--- src/logic/wave_pkg.sv ---
// Constants, register map and mode encodings for the waveform bank.
package wave_pkg;
	localparam int NUM_MOD = 6;
	localparam logic [3:0] MOD_LAST = 4'h6;
	localparam logic [7:0] ADDR_CTRL = 8'h00;
	localparam logic [7:0] ADDR_AMODE = 8'h04;
	localparam logic [7:0] ADDR_PWMCFG = 8'h08;
	localparam logic [7:0] ADDR_COUNT = 8'h0c;
	localparam logic [3:0] OFS_MODE = 4'h0;
	localparam logic [3:0] OFS_CPL = 4'h4;
	localparam logic [3:0] OFS_CPH = 4'h8;
	// Control register fields.
	localparam int CTRL_RUN = 6;
	localparam int CTRL_CF = 7;
	// Configuration register fields.
	localparam int PCFG_CLS_LO = 0;
	localparam int PCFG_CYCLE_OVERFLOW_FLAG = 5;
	localparam int PCFG_RELOAD_ACCESS_SELECT = 7;
	// Module mode register fields.
	localparam int MODE_IRQ_EN = 0;
	localparam int MODE_TOG = 1;
	localparam int MODE_PWM = 2;
	localparam int MODE_MAT = 3;
	localparam int MODE_ECOM = 6;
	localparam int MODE_WIDE = 7;
	// Reset values.
	localparam logic [7:0] MODE_RST = 8'h00;
	localparam logic [7:0] BYTE_RST = 8'h00;
	localparam logic [15:0] COUNT_RST = 16'h0000;
	localparam logic [2:0] SRC_RST = 3'h0;
	localparam logic [1:0] CLS_RST = 2'h0;
	// Counter clock sources.
	localparam logic [2:0] SRC_DIV12 = 3'h0;
	localparam logic [2:0] SRC_DIV4 = 3'h1;
	localparam logic [2:0] SRC_EXT = 3'h2;
	localparam logic [2:0] SRC_SYS = 3'h3;
	localparam logic [3:0] DIV12_LAST = 4'hb;
	localparam logic [1:0] DIV4_LAST = 2'h3;
	// Cycle length select codes.
	localparam logic [1:0] CLS_8 = 2'h0;
	localparam logic [1:0] CLS_9 = 2'h1;
	localparam logic [1:0] CLS_10 = 2'h2;
	localparam logic [1:0] CLS_11 = 2'h3;
	localparam logic [15:0] MASK_8 = 16'h00ff;
	localparam logic [15:0] MASK_9 = 16'h01ff;
	localparam logic [15:0] MASK_10 = 16'h03ff;
	localparam logic [15:0] MASK_11 = 16'h07ff;
	typedef enum logic [4:0] {
		WM_OFF = 5'h01,
		WM_FREQ = 5'h02,
		WM_PWM8 = 5'h04,
		WM_PWM_ENABLE = 5'h08,
		WM_PWM16 = 5'h10
	} wave_mode_e;
endpackage
--- src/logic/wave_bank.sv ---
// Bank of compare modules producing square waves and PWM on a shared counter.
//
// Contract
// (RULE1) Frequency mode: high byte is counts between toggles; zero acts as 256.
// (RULE2) Frequency mode: low-byte match toggles pin and adds high byte to low byte.
// (RULE3) Frequency mode needs compare, toggle and PWM enables all set.
// (RULE4) Frequency mode with match flag enable flags full 16-bit equality.
// (RULE5) All 8 to 11-bit PWM modules share one cycle length setting.
// (RULE6) 8-bit PWM: low-byte match drives pin high.
// (RULE7) 8-bit PWM: low-byte wrap drives pin low and reloads low from high byte.
// (RULE8) 8-bit PWM needs compare and PWM enables with cycle length 00.
// (RULE9) 8-bit PWM: match sets event flag if enabled; wrap sets cycle overflow flag.
// (RULE10) Writing low byte clears compare enable; writing high byte sets it.
// (RULE11) Software should write low byte before high byte.
// (RULE12) Compare enable clear in PWM modes keeps pin low.
// (RULE13) 8-bit duty equals 256 minus high byte, over 256.
// (RULE14) Reload access select steers byte accesses to shadow or compare register.
// (RULE15) N-bit PWM: N-bit match sets pin; overflow clears pin, flags, reloads.
// (RULE16) Cycle length select picks N; overflow every 512, 1024 or 2048 clocks.
// (RULE17) 9 to 11-bit PWM selected by enables and non-8-bit length; match flags.
// (RULE18) 16-bit PWM: full match sets pin; counter overflow clears it and flags.
// (RULE19) 16-bit PWM needs wide enable too and ignores shared cycle length.
// (RULE20) 16-bit PWM with match flag enable flags each full match.
// (RULE21) Software should time 16-bit duty updates to match interrupts.
// (RULE22) Counter clock comes from the clock source select field.
// (RULE23) Event flags clear only by software; interrupt while flag and enable set.
// (RULE24) One shared 16-bit counter steps per counter clock, wrapping to zero.
// (RULE25) N-bit compare values are right-justified; upper bits are ignored.
`timescale 1ns/1ns
module wave_bank
	import wave_pkg::*;
(
	input wire logic sys_clk,
	input wire logic reset,
	input wire logic psel,
	input wire logic penable,
	input wire logic pwrite,
	input wire logic [7:0] paddr,
	input wire logic [31:0] pwdata,
	input wire logic ext_tick,
	output logic [31:0] prdata,
	output logic pready,
	output logic pslverr,
	output logic [NUM_MOD-1:0] waveform_pin,
	output logic irq_req
);
	// (RULE16) Length select picks N.
	function automatic logic [15:0] len_mask(input logic [1:0] cls);
		logic [15:0] m;
		unique case (cls)
			CLS_8: m = MASK_8;
			CLS_9: m = MASK_9;
			CLS_10: m = MASK_10;
			CLS_11: m = MASK_11;
		endcase
		return m;
	endfunction
	function automatic wave_mode_e mode_of(input logic [7:0] m, input logic [1:0] cls);
		wave_mode_e r;
		r = WM_OFF;
		// (RULE3) Frequency output decode.
		if (m[MODE_PWM] && m[MODE_TOG]) begin
			r = WM_FREQ;
		// (RULE19) Wide PWM ignores length.
		end else if (m[MODE_PWM] && m[MODE_WIDE]) begin
			r = WM_PWM16;
		// (RULE8) Eight-bit at length zero.
		end else if (m[MODE_PWM] && cls == CLS_8) begin
			r = WM_PWM8;
		end else if (m[MODE_PWM]) begin
			r = WM_PWM_ENABLE;
		end
		return r;
	endfunction
	function automatic logic mod_hit(input logic [7:0] a);
		return a[7:4] >= 4'h1 && a[7:4] <= MOD_LAST && a[1:0] == 2'h0 && a[3:2] != 2'h3;
	endfunction
	logic [5:0] event_flag_q;
	logic run_q;
	logic cf_q;
	logic [2:0] src_q;
	logic [1:0] cls_q;
	logic cycle_overflow_flag_q;
	logic reload_access_select_q;
	logic [15:0] cnt_q;
	logic [15:0] cnt_nxt;
	logic [3:0] div_q;
	logic tick_q;
	logic adv;
	logic [7:0] mode_q [NUM_MOD];
	logic [7:0] cpl_q [NUM_MOD];
	logic [7:0] cph_q [NUM_MOD];
	logic [7:0] arl_q [NUM_MOD];
	logic [7:0] arh_q [NUM_MOD];
	wave_mode_e wmode [NUM_MOD];
	logic [NUM_MOD-1:0] pwm_match;
	logic [NUM_MOD-1:0] full_hit;
	logic [NUM_MOD-1:0] freq_hit;
	logic [NUM_MOD-1:0] ev_set;
	logic [15:0] mask;
	logic wrap_n;
	logic wr;
	logic [3:0] sub;
	int midx;
	logic mhit;
	logic [31:0] rd_d;
	logic err_d;
	assign wr = psel && penable && pready && pwrite;
	assign sub = paddr[3:0];
	assign midx = int'(paddr[7:4]) - 1;
	assign mhit = mod_hit(paddr);
	assign adv = run_q && tick_q;
	assign cnt_nxt = cnt_q + 16'h0001;
	// (RULE5) One shared length mask.
	assign mask = len_mask(cls_q);
	assign wrap_n = (cnt_nxt & mask) == 16'h0000;
	// The slave answers in the first access cycle, so every transfer takes two cycles.
	always_ff @(posedge sys_clk or posedge reset) begin
		if (reset) begin
			pready <= 1'b0;
			prdata <= 32'h0000_0000;
			pslverr <= 1'b0;
		end else begin
			pready <= psel && !penable;
			if (psel && !penable) begin
				prdata <= pwrite ? 32'h0000_0000 : rd_d;
				pslverr <= err_d;
			end
		end
	end
	always_comb begin
		rd_d = 32'h0000_0000;
		err_d = 1'b0;
		if (paddr == ADDR_CTRL) begin
			rd_d = {24'h00_0000, cf_q, run_q, event_flag_q};
		end else if (paddr == ADDR_AMODE) begin
			rd_d = {29'h0000_0000, src_q};
		end else if (paddr == ADDR_PWMCFG) begin
			rd_d = {24'h00_0000, reload_access_select_q, 1'b0, cycle_overflow_flag_q, 3'h0, cls_q};
		end else if (paddr == ADDR_COUNT) begin
			rd_d = {16'h0000, cnt_q};
		end else if (mhit) begin
			// (RULE14) Reads follow the access select.
			if (sub == OFS_MODE) begin
				rd_d = {24'h00_0000, mode_q[midx]};
			end else if (sub == OFS_CPL) begin
				rd_d = {24'h00_0000, reload_access_select_q ? arl_q[midx] : cpl_q[midx]};
			end else begin
				rd_d = {24'h00_0000, reload_access_select_q ? arh_q[midx] : cph_q[midx]};
			end
		end else begin
			err_d = 1'b1;
		end
	end
	// (RULE22) Counter clock source select.
	always_ff @(posedge sys_clk or posedge reset) begin
		if (reset) begin
			div_q <= 4'h0;
			tick_q <= 1'b0;
		end else begin
			div_q <= (div_q == DIV12_LAST) ? 4'h0 : div_q + 4'h1;
			unique case (src_q)
				SRC_DIV4: tick_q <= div_q[1:0] == DIV4_LAST;
				SRC_EXT: tick_q <= ext_tick;
				SRC_SYS: tick_q <= 1'b1;
				default: tick_q <= div_q == DIV12_LAST;
			endcase
		end
	end
	// (RULE24) Shared counter steps and wraps.
	always_ff @(posedge sys_clk or posedge reset) begin
		if (reset) begin
			cnt_q <= COUNT_RST;
		end else if (wr && paddr == ADDR_COUNT) begin
			cnt_q <= pwdata[15:0];
		end else if (adv) begin
			cnt_q <= cnt_nxt;
		end
	end
	// Match decode is taken on the next count so a match and a wrap on one step
	// resolve with the match winning, which gives the full-duty case.
	always_comb begin
		for (int i = 0; i < NUM_MOD; i++) begin
			logic [15:0] eff;
			eff = {cph_q[i], cpl_q[i]};
			wmode[i] = mode_of(mode_q[i], cls_q);
			if (wrap_n && wmode[i] == WM_PWM8) begin
				eff = {8'h00, cph_q[i]};
			end else if (wrap_n && wmode[i] == WM_PWM_ENABLE) begin
				eff = {arh_q[i], arl_q[i]};
			end
			// (RULE25) Upper bits are masked off.
			pwm_match[i] = ((cnt_nxt ^ eff) & mask) == 16'h0000;
			full_hit[i] = cnt_nxt == {cph_q[i], cpl_q[i]};
			freq_hit[i] = cnt_nxt[7:0] == cpl_q[i];
			ev_set[i] = 1'b0;
			if (adv && mode_q[i][MODE_ECOM] && mode_q[i][MODE_MAT]) begin
				unique case (wmode[i])
					// (RULE4) Full equality in frequency mode.
					WM_FREQ: ev_set[i] = full_hit[i];
					// (RULE17) Rising-edge match flags.
					WM_PWM8, WM_PWM_ENABLE: ev_set[i] = pwm_match[i];
					// (RULE20) Wide match flags.
					WM_PWM16: ev_set[i] = full_hit[i];
					WM_OFF: ev_set[i] = 1'b0;
				endcase
			end
		end
	end
	// (RULE10) Byte writes steer compare enable.
	always_ff @(posedge sys_clk or posedge reset) begin
		if (reset) begin
			for (int i = 0; i < NUM_MOD; i++) begin
				mode_q[i] <= MODE_RST;
			end
		end else if (wr && mhit) begin
			if (sub == OFS_MODE) begin
				mode_q[midx] <= pwdata[7:0];
			end else if (sub == OFS_CPL) begin
				mode_q[midx][MODE_ECOM] <= 1'b0;
			end else begin
				mode_q[midx][MODE_ECOM] <= 1'b1;
			end
		end
	end
	always_ff @(posedge sys_clk or posedge reset) begin
		if (reset) begin
			for (int i = 0; i < NUM_MOD; i++) begin
				cpl_q[i] <= BYTE_RST;
				cph_q[i] <= BYTE_RST;
				arl_q[i] <= BYTE_RST;
				arh_q[i] <= BYTE_RST;
			end
		end else begin
			for (int i = 0; i < NUM_MOD; i++) begin
				if (wr && mhit && midx == i && sub != OFS_MODE) begin
					// (RULE14) Writes follow the access select.
					if (sub == OFS_CPL && reload_access_select_q) begin
						arl_q[i] <= pwdata[7:0];
					end else if (sub == OFS_CPL) begin
						cpl_q[i] <= pwdata[7:0];
					end else if (reload_access_select_q) begin
						arh_q[i] <= pwdata[7:0];
					end else begin
						cph_q[i] <= pwdata[7:0];
					end
				end else if (adv) begin
					unique case (wmode[i])
						WM_FREQ: begin
							// (RULE1) Eight-bit add makes zero a full 256 step.
							if (mode_q[i][MODE_ECOM] && freq_hit[i]) begin
								cpl_q[i] <= cpl_q[i] + cph_q[i];
							end
						end
						WM_PWM8: begin
							// (RULE7) Low byte reloads at wrap.
							if (wrap_n) begin
								cpl_q[i] <= cph_q[i];
							end
						end
						WM_PWM_ENABLE: begin
							// (RULE15) Shadow loads at overflow.
							if (wrap_n) begin
								cpl_q[i] <= arl_q[i];
								cph_q[i] <= arh_q[i];
							end
						end
						WM_PWM16, WM_OFF: ;
					endcase
				end
			end
		end
	end
	always_ff @(posedge sys_clk or posedge reset) begin
		if (reset) begin
			waveform_pin <= '0;
		end else begin
			for (int i = 0; i < NUM_MOD; i++) begin
				unique case (wmode[i])
					WM_FREQ: begin
						// (RULE2) Toggle on low-byte match.
						if (adv && mode_q[i][MODE_ECOM] && freq_hit[i]) begin
							waveform_pin[i] <= !waveform_pin[i];
						end
					end
					WM_PWM8, WM_PWM_ENABLE: begin
						// (RULE12) Disabled compare means zero duty.
						if (!mode_q[i][MODE_ECOM]) begin
							waveform_pin[i] <= 1'b0;
						// (RULE13) Rise at match, fall at wrap.
						// (RULE6) Match raises pin.
						end else if (adv && pwm_match[i]) begin
							waveform_pin[i] <= 1'b1;
						end else if (adv && wrap_n) begin
							waveform_pin[i] <= 1'b0;
						end
					end
					WM_PWM16: begin
						// (RULE18) Wide PWM edges.
						if (!mode_q[i][MODE_ECOM]) begin
							waveform_pin[i] <= 1'b0;
						end else if (adv && full_hit[i]) begin
							waveform_pin[i] <= 1'b1;
						end else if (adv && cnt_nxt == 16'h0000) begin
							waveform_pin[i] <= 1'b0;
						end
					end
					WM_OFF: waveform_pin[i] <= 1'b0;
				endcase
			end
		end
	end
	// (RULE23) Flags set by hardware, cleared only by writing zero; set wins.
	always_ff @(posedge sys_clk or posedge reset) begin
		if (reset) begin
			event_flag_q <= 6'h00;
			cf_q <= 1'b0;
			run_q <= 1'b0;
		end else if (wr && paddr == ADDR_CTRL) begin
			event_flag_q <= (event_flag_q & pwdata[5:0]) | ev_set;
			cf_q <= (cf_q && pwdata[CTRL_CF]) || (adv && cnt_nxt == 16'h0000);
			run_q <= pwdata[CTRL_RUN];
		end else begin
			event_flag_q <= event_flag_q | ev_set;
			cf_q <= cf_q || (adv && cnt_nxt == 16'h0000);
		end
	end
	// (RULE9) Cycle overflow flag on every N-bit wrap.
	always_ff @(posedge sys_clk or posedge reset) begin
		if (reset) begin
			cycle_overflow_flag_q <= 1'b0;
			cls_q <= CLS_RST;
			reload_access_select_q <= 1'b0;
			src_q <= SRC_RST;
		end else begin
			if (wr && paddr == ADDR_PWMCFG) begin
				cycle_overflow_flag_q <= (cycle_overflow_flag_q && pwdata[PCFG_CYCLE_OVERFLOW_FLAG]) || (adv && wrap_n);
				cls_q <= pwdata[PCFG_CLS_LO +: 2];
				reload_access_select_q <= pwdata[PCFG_RELOAD_ACCESS_SELECT];
			end else begin
				cycle_overflow_flag_q <= cycle_overflow_flag_q || (adv && wrap_n);
			end
			if (wr && paddr == ADDR_AMODE) begin
				src_q <= pwdata[2:0];
			end
		end
	end
	always_ff @(posedge sys_clk or posedge reset) begin
		if (reset) begin
			irq_req <= 1'b0;
		end else begin
			irq_req <= 1'b0;
			for (int i = 0; i < NUM_MOD; i++) begin
				if (event_flag_q[i] && mode_q[i][MODE_IRQ_EN]) begin
					irq_req <= 1'b1;
				end
			end
		end
	end
endmodule // wave_bank

--- config.mk ---
export PLATFORM = sky130hd
export DESIGN_NAME = wave_bank
export DESIGN_NICKNAME = d
export VERILOG_FILES = /design/src/logic/wave_pkg.sv /design/src/logic/wave_bank.sv
export SDC_FILE = /design/constraint.sdc
export NUM_CORES = 1
export LEC_CHECK = 0
export ABC_AREA = 1
export BUFFER_PORTS_ARGS = -buffer_cell sky130_fd_sc_hd__buf_4
export CORE_ASPECT_RATIO = 0.75
export CORE_MARGIN = 2
export CORE_UTILIZATION = 40
export DETAILED_ROUTE_END_ITERATION = 7
export MAX_ROUTING_LAYER = met4
export PLACE_DENSITY_LB_ADDON = 0.05
export SYNTH_ARGS = -nofsm -noshare
export SYNTH_HDL_FRONTEND = slang
export SYNTH_SLANG_ARGS = --single-unit
--- constraint.sdc ---
create_clock -name sys_clk -period 10.7 [get_ports sys_clk]
set_input_delay 2.14 -clock sys_clk [delete_from_list [all_inputs] [get_ports sys_clk]]
set_output_delay 2.14 -clock sys_clk [all_outputs]
set_load 0.03 [all_outputs]
==> flow_metrics.tcl <==
set metrics [dict create \
    drive_gt1_share_pct 7.32 \
    cp_cell_sequence "buf_4 > inv_2 > ha_1 > inv_1 > nand2_1 > nand2_1 > buf_4 > clkinv_1 > nor2_1 > inv_1 > nor2_1 > inv_1 > nor2_1 > buf_4 > inv_1 > nand2_1 > inv_1 > nand2_1 > nand3_1 > o41ai_1 > inv_1" \
    combPwrFrac_pct 9.0 \
    cts_made_buffers 40 \
    vias 26524 \
    vias_per_cell 5.93 \
    startpoint_type "input port" \
    rows 77 \
    area_delta_synth_final_pct 10.4 \
    syn_area_um2 23600 \
    first_global_vias 24305 \
    status "finished clean" \
    clkSinkCount 301 \
    setup_tns_ps 0 \
    rsz0062_at_grt "no" \
    min_path_type "reg -> reg" \
    synthArstFlopShare_pct 100 \
    ys_seq_elements 301 \
    rrSetupSlack_ps 4960 \
    end_kind "register" \
    finClkSkew_ps 25.2 \
    fin_crit_ps 6420 \
    grt_pass1_wl_um 174000 \
    cts_tree "yes" \
    tightestPinTransition_ps 1290 \
    final_common_cell "nand2_1" \
    clockPowerShare_pct 50.9 \
    drv_slew 0 \
    place_area_um2 24700 \
    die_x_um 285 \
    cts-htree-levels 2 \
    root_buffer "clkbuf_16" \
    hold_buffers 0 \
    clkLatencyLatePin_ps 590 \
    timing.fmax_ghz 0.156 \
    port_buffers 54 \
    drc 0 \
    critical_path_peak_fanout 55 \
    cts_resized 0 \
    cts_buffer_depth 3 \
    relSlewSlack_pct 13.6 \
    postSynthCellCount 3652 \
    final_area_um2 26100 \
    die_h_um 214 \
    vdd_ir_drop_max_mv 0.105 \
    grt_max_degree 152 \
    pwr-share-seq_pct 40.1 \
    fillers 6261 \
    final_cell_mix "nand2_1 (1075), o21ai_0 (481), inv_1 (450), dfrtp_1 (301), nand3_1 (266)" \
    p_switching_w 0.000811 \
    post_cts_buffers 0 \
    final-setup-viol-count 0 \
    synth_edf_count 0 \
    gp_congestion 1.03 \
    ant_nets 0 \
    p_int_w 0.00204 \
    path_common_cell "inv_1" \
    p_leak_nw 12.4 \
    grtUsageTotal_pct 40.5 \
    ys.flop_type "dfrtp_1" \
    io-pin-count 87 \
    drt-total-wl_um 121000 \
    fin_cells 4471 \
    place_inst 4394 \
    drt_iter0_markers 3490 \
    syn_avg_cell_area_um2 6.47 \
    grt_overflow 0 \
    die-area_um2 61000 \
    power.density_nw_per_um2 109 \
    hold_viol 0 \
    cpPeakStageDelay_ps 450 \
    nets 3749 \
    synth_warnings 0 \
    swShare_pct 28.4 \
    arrival_ps 6880 \
    core_area_um2 58700 \
    fin_crit_sh_pct 60.0 \
    p_total_w 0.00285 \
    worst-setup-path-type "in -> reg" \
    start_util_pct 40.2 \
    required_ps 11160 \
    wl_per_cell_um 27.2 \
    seq_area_frac_synth_pct 31.9 \
    dpl.hpwl_um 87200 \
    drv_cap 0 \
    synth.distinct_cells 62 \
    clkTransAtPathRegs_ps 60 \
    slowest_stage "buf_4" \
    drt-pass1-iter-count 8 \
    antenna_found_initial 6 \
]
routing by layer:
metal	GRT usage, %	share of wire (%)	vias to the layer above
li1	-	-	11989
met1	54.9	42	12706
met2	54.6	40	1552
met3	12.0	12	277
met4	19.4	5.5	0
met5	-	0	-
worst max-delay path, delay by kind of cell:
kind                       cells  cell delay (ps)
adders and majority gates      1              320
AOI/OAI and AO/OA              1              440
and+or+nand+nor                8             1430
buffers and inverters         11             2480
through the flow:
stage          setup WS (ps)  hold WS (ps)  util [%]
2_1_floorplan            242           444         -
3_3_place_gp            3820           463      42.1
3_5_place_dp            3790           472      42.1
4_1_cts                 4410           486      44.4
5_1_grt                 3980           507      44.4
6_report                4280           481      44.4
power by group through the flow:
stage                     Sequential (W)  Clock, W  Combinational (W)
after floorplan                  0.00117         0           0.000128
after global placement           0.00116         0           0.000248
after detailed placement         0.00116         0           0.000248
after CTS                        0.00114   0.00146           0.000248
after global routing             0.00114   0.00151           0.000267
final                            0.00114   0.00145           0.000257
registers in the layout, summed over array words and instances, names as in the netlist, 2 cells and up, named ones only:
signal        cells
cls_q             2
mode_q           42
arh_q            48
div_q             4
prdata           16
cpl_q            48
event_flag_q      6
cph_q            48
arl_q            48
src_q             3
waveform_pin      6
cnt_q            16
worst paths after layout:
check                      depth (start not counted)         endpoint  startpoint
min reg2reg                                        2        arh_q[24]   arh_q[24]
max in group asynchronous                          3        arl_q[26]       reset
min                                                2        arh_q[24]   arh_q[24]
max reg2reg                                       22  event_flag_q[2]    cnt_q[0]
max                                               21        cpl_q[15]    paddr[4]
min in group asynchronous                          2        cpl_q[45]       reset
cell usage after synthesis, drive strengths merged, types with 23 or more instances:
library cell  instances  area share [%]
nand2              1085              17
buf                  65             1.8
nand4                97             2.6
dfrtp               301              32
or2                  24            0.64
xor2                 47             1.7
a21oi                91             1.9
nor3                 36            0.83
o21ai               509              11
inv                 466             7.4
clkbuf              110             1.7
o221ai               24            0.89
ha                   51             2.7
nand3               279             6.5
o211ai               23            0.73
nor2                279             4.8
logic make-up (layout without fill, tap and decap cells):
group / count (synthesis) / after routing / synth area share [%]
AO/OA/AOI/OAI: 759 / 759 / 18.1
XOR/XNOR: 57 / 57 / 2.11
adder cells (fa/ha/maj): 57 / 57 / 3.21
buffers and inverters: 652 / 660 / 11.2
flip-flops: 301 / 301 / 31.9
multiplexers: 2 / 2 / 0.0848
other: 1 / 22 / 0.0159
AND/OR/NAND/NOR: 1823 / 1823 / 33.5
cell type report:
| cell class | instances | area, um^2 | share of cell area [%] |
|---|---|---|---|
| clock buffers | 51 | 1100 | 4.23 |
| inverters | 477 | 1800 | 6.90 |
| well taps | 790 | 988 | 3.79 |
| multi-input cells | 2714 | 13500 | 51.9 |
| repair buffers | 112 | 853 | 3.27 |
| clock inverters | 20 | 260 | 0.999 |
| diodes | 6 | 15.0 | 0.0576 |
| flip-flops and latches | 301 | 7530 | 28.9 |
Note: power is estimated with default switching activity, not from simulation.
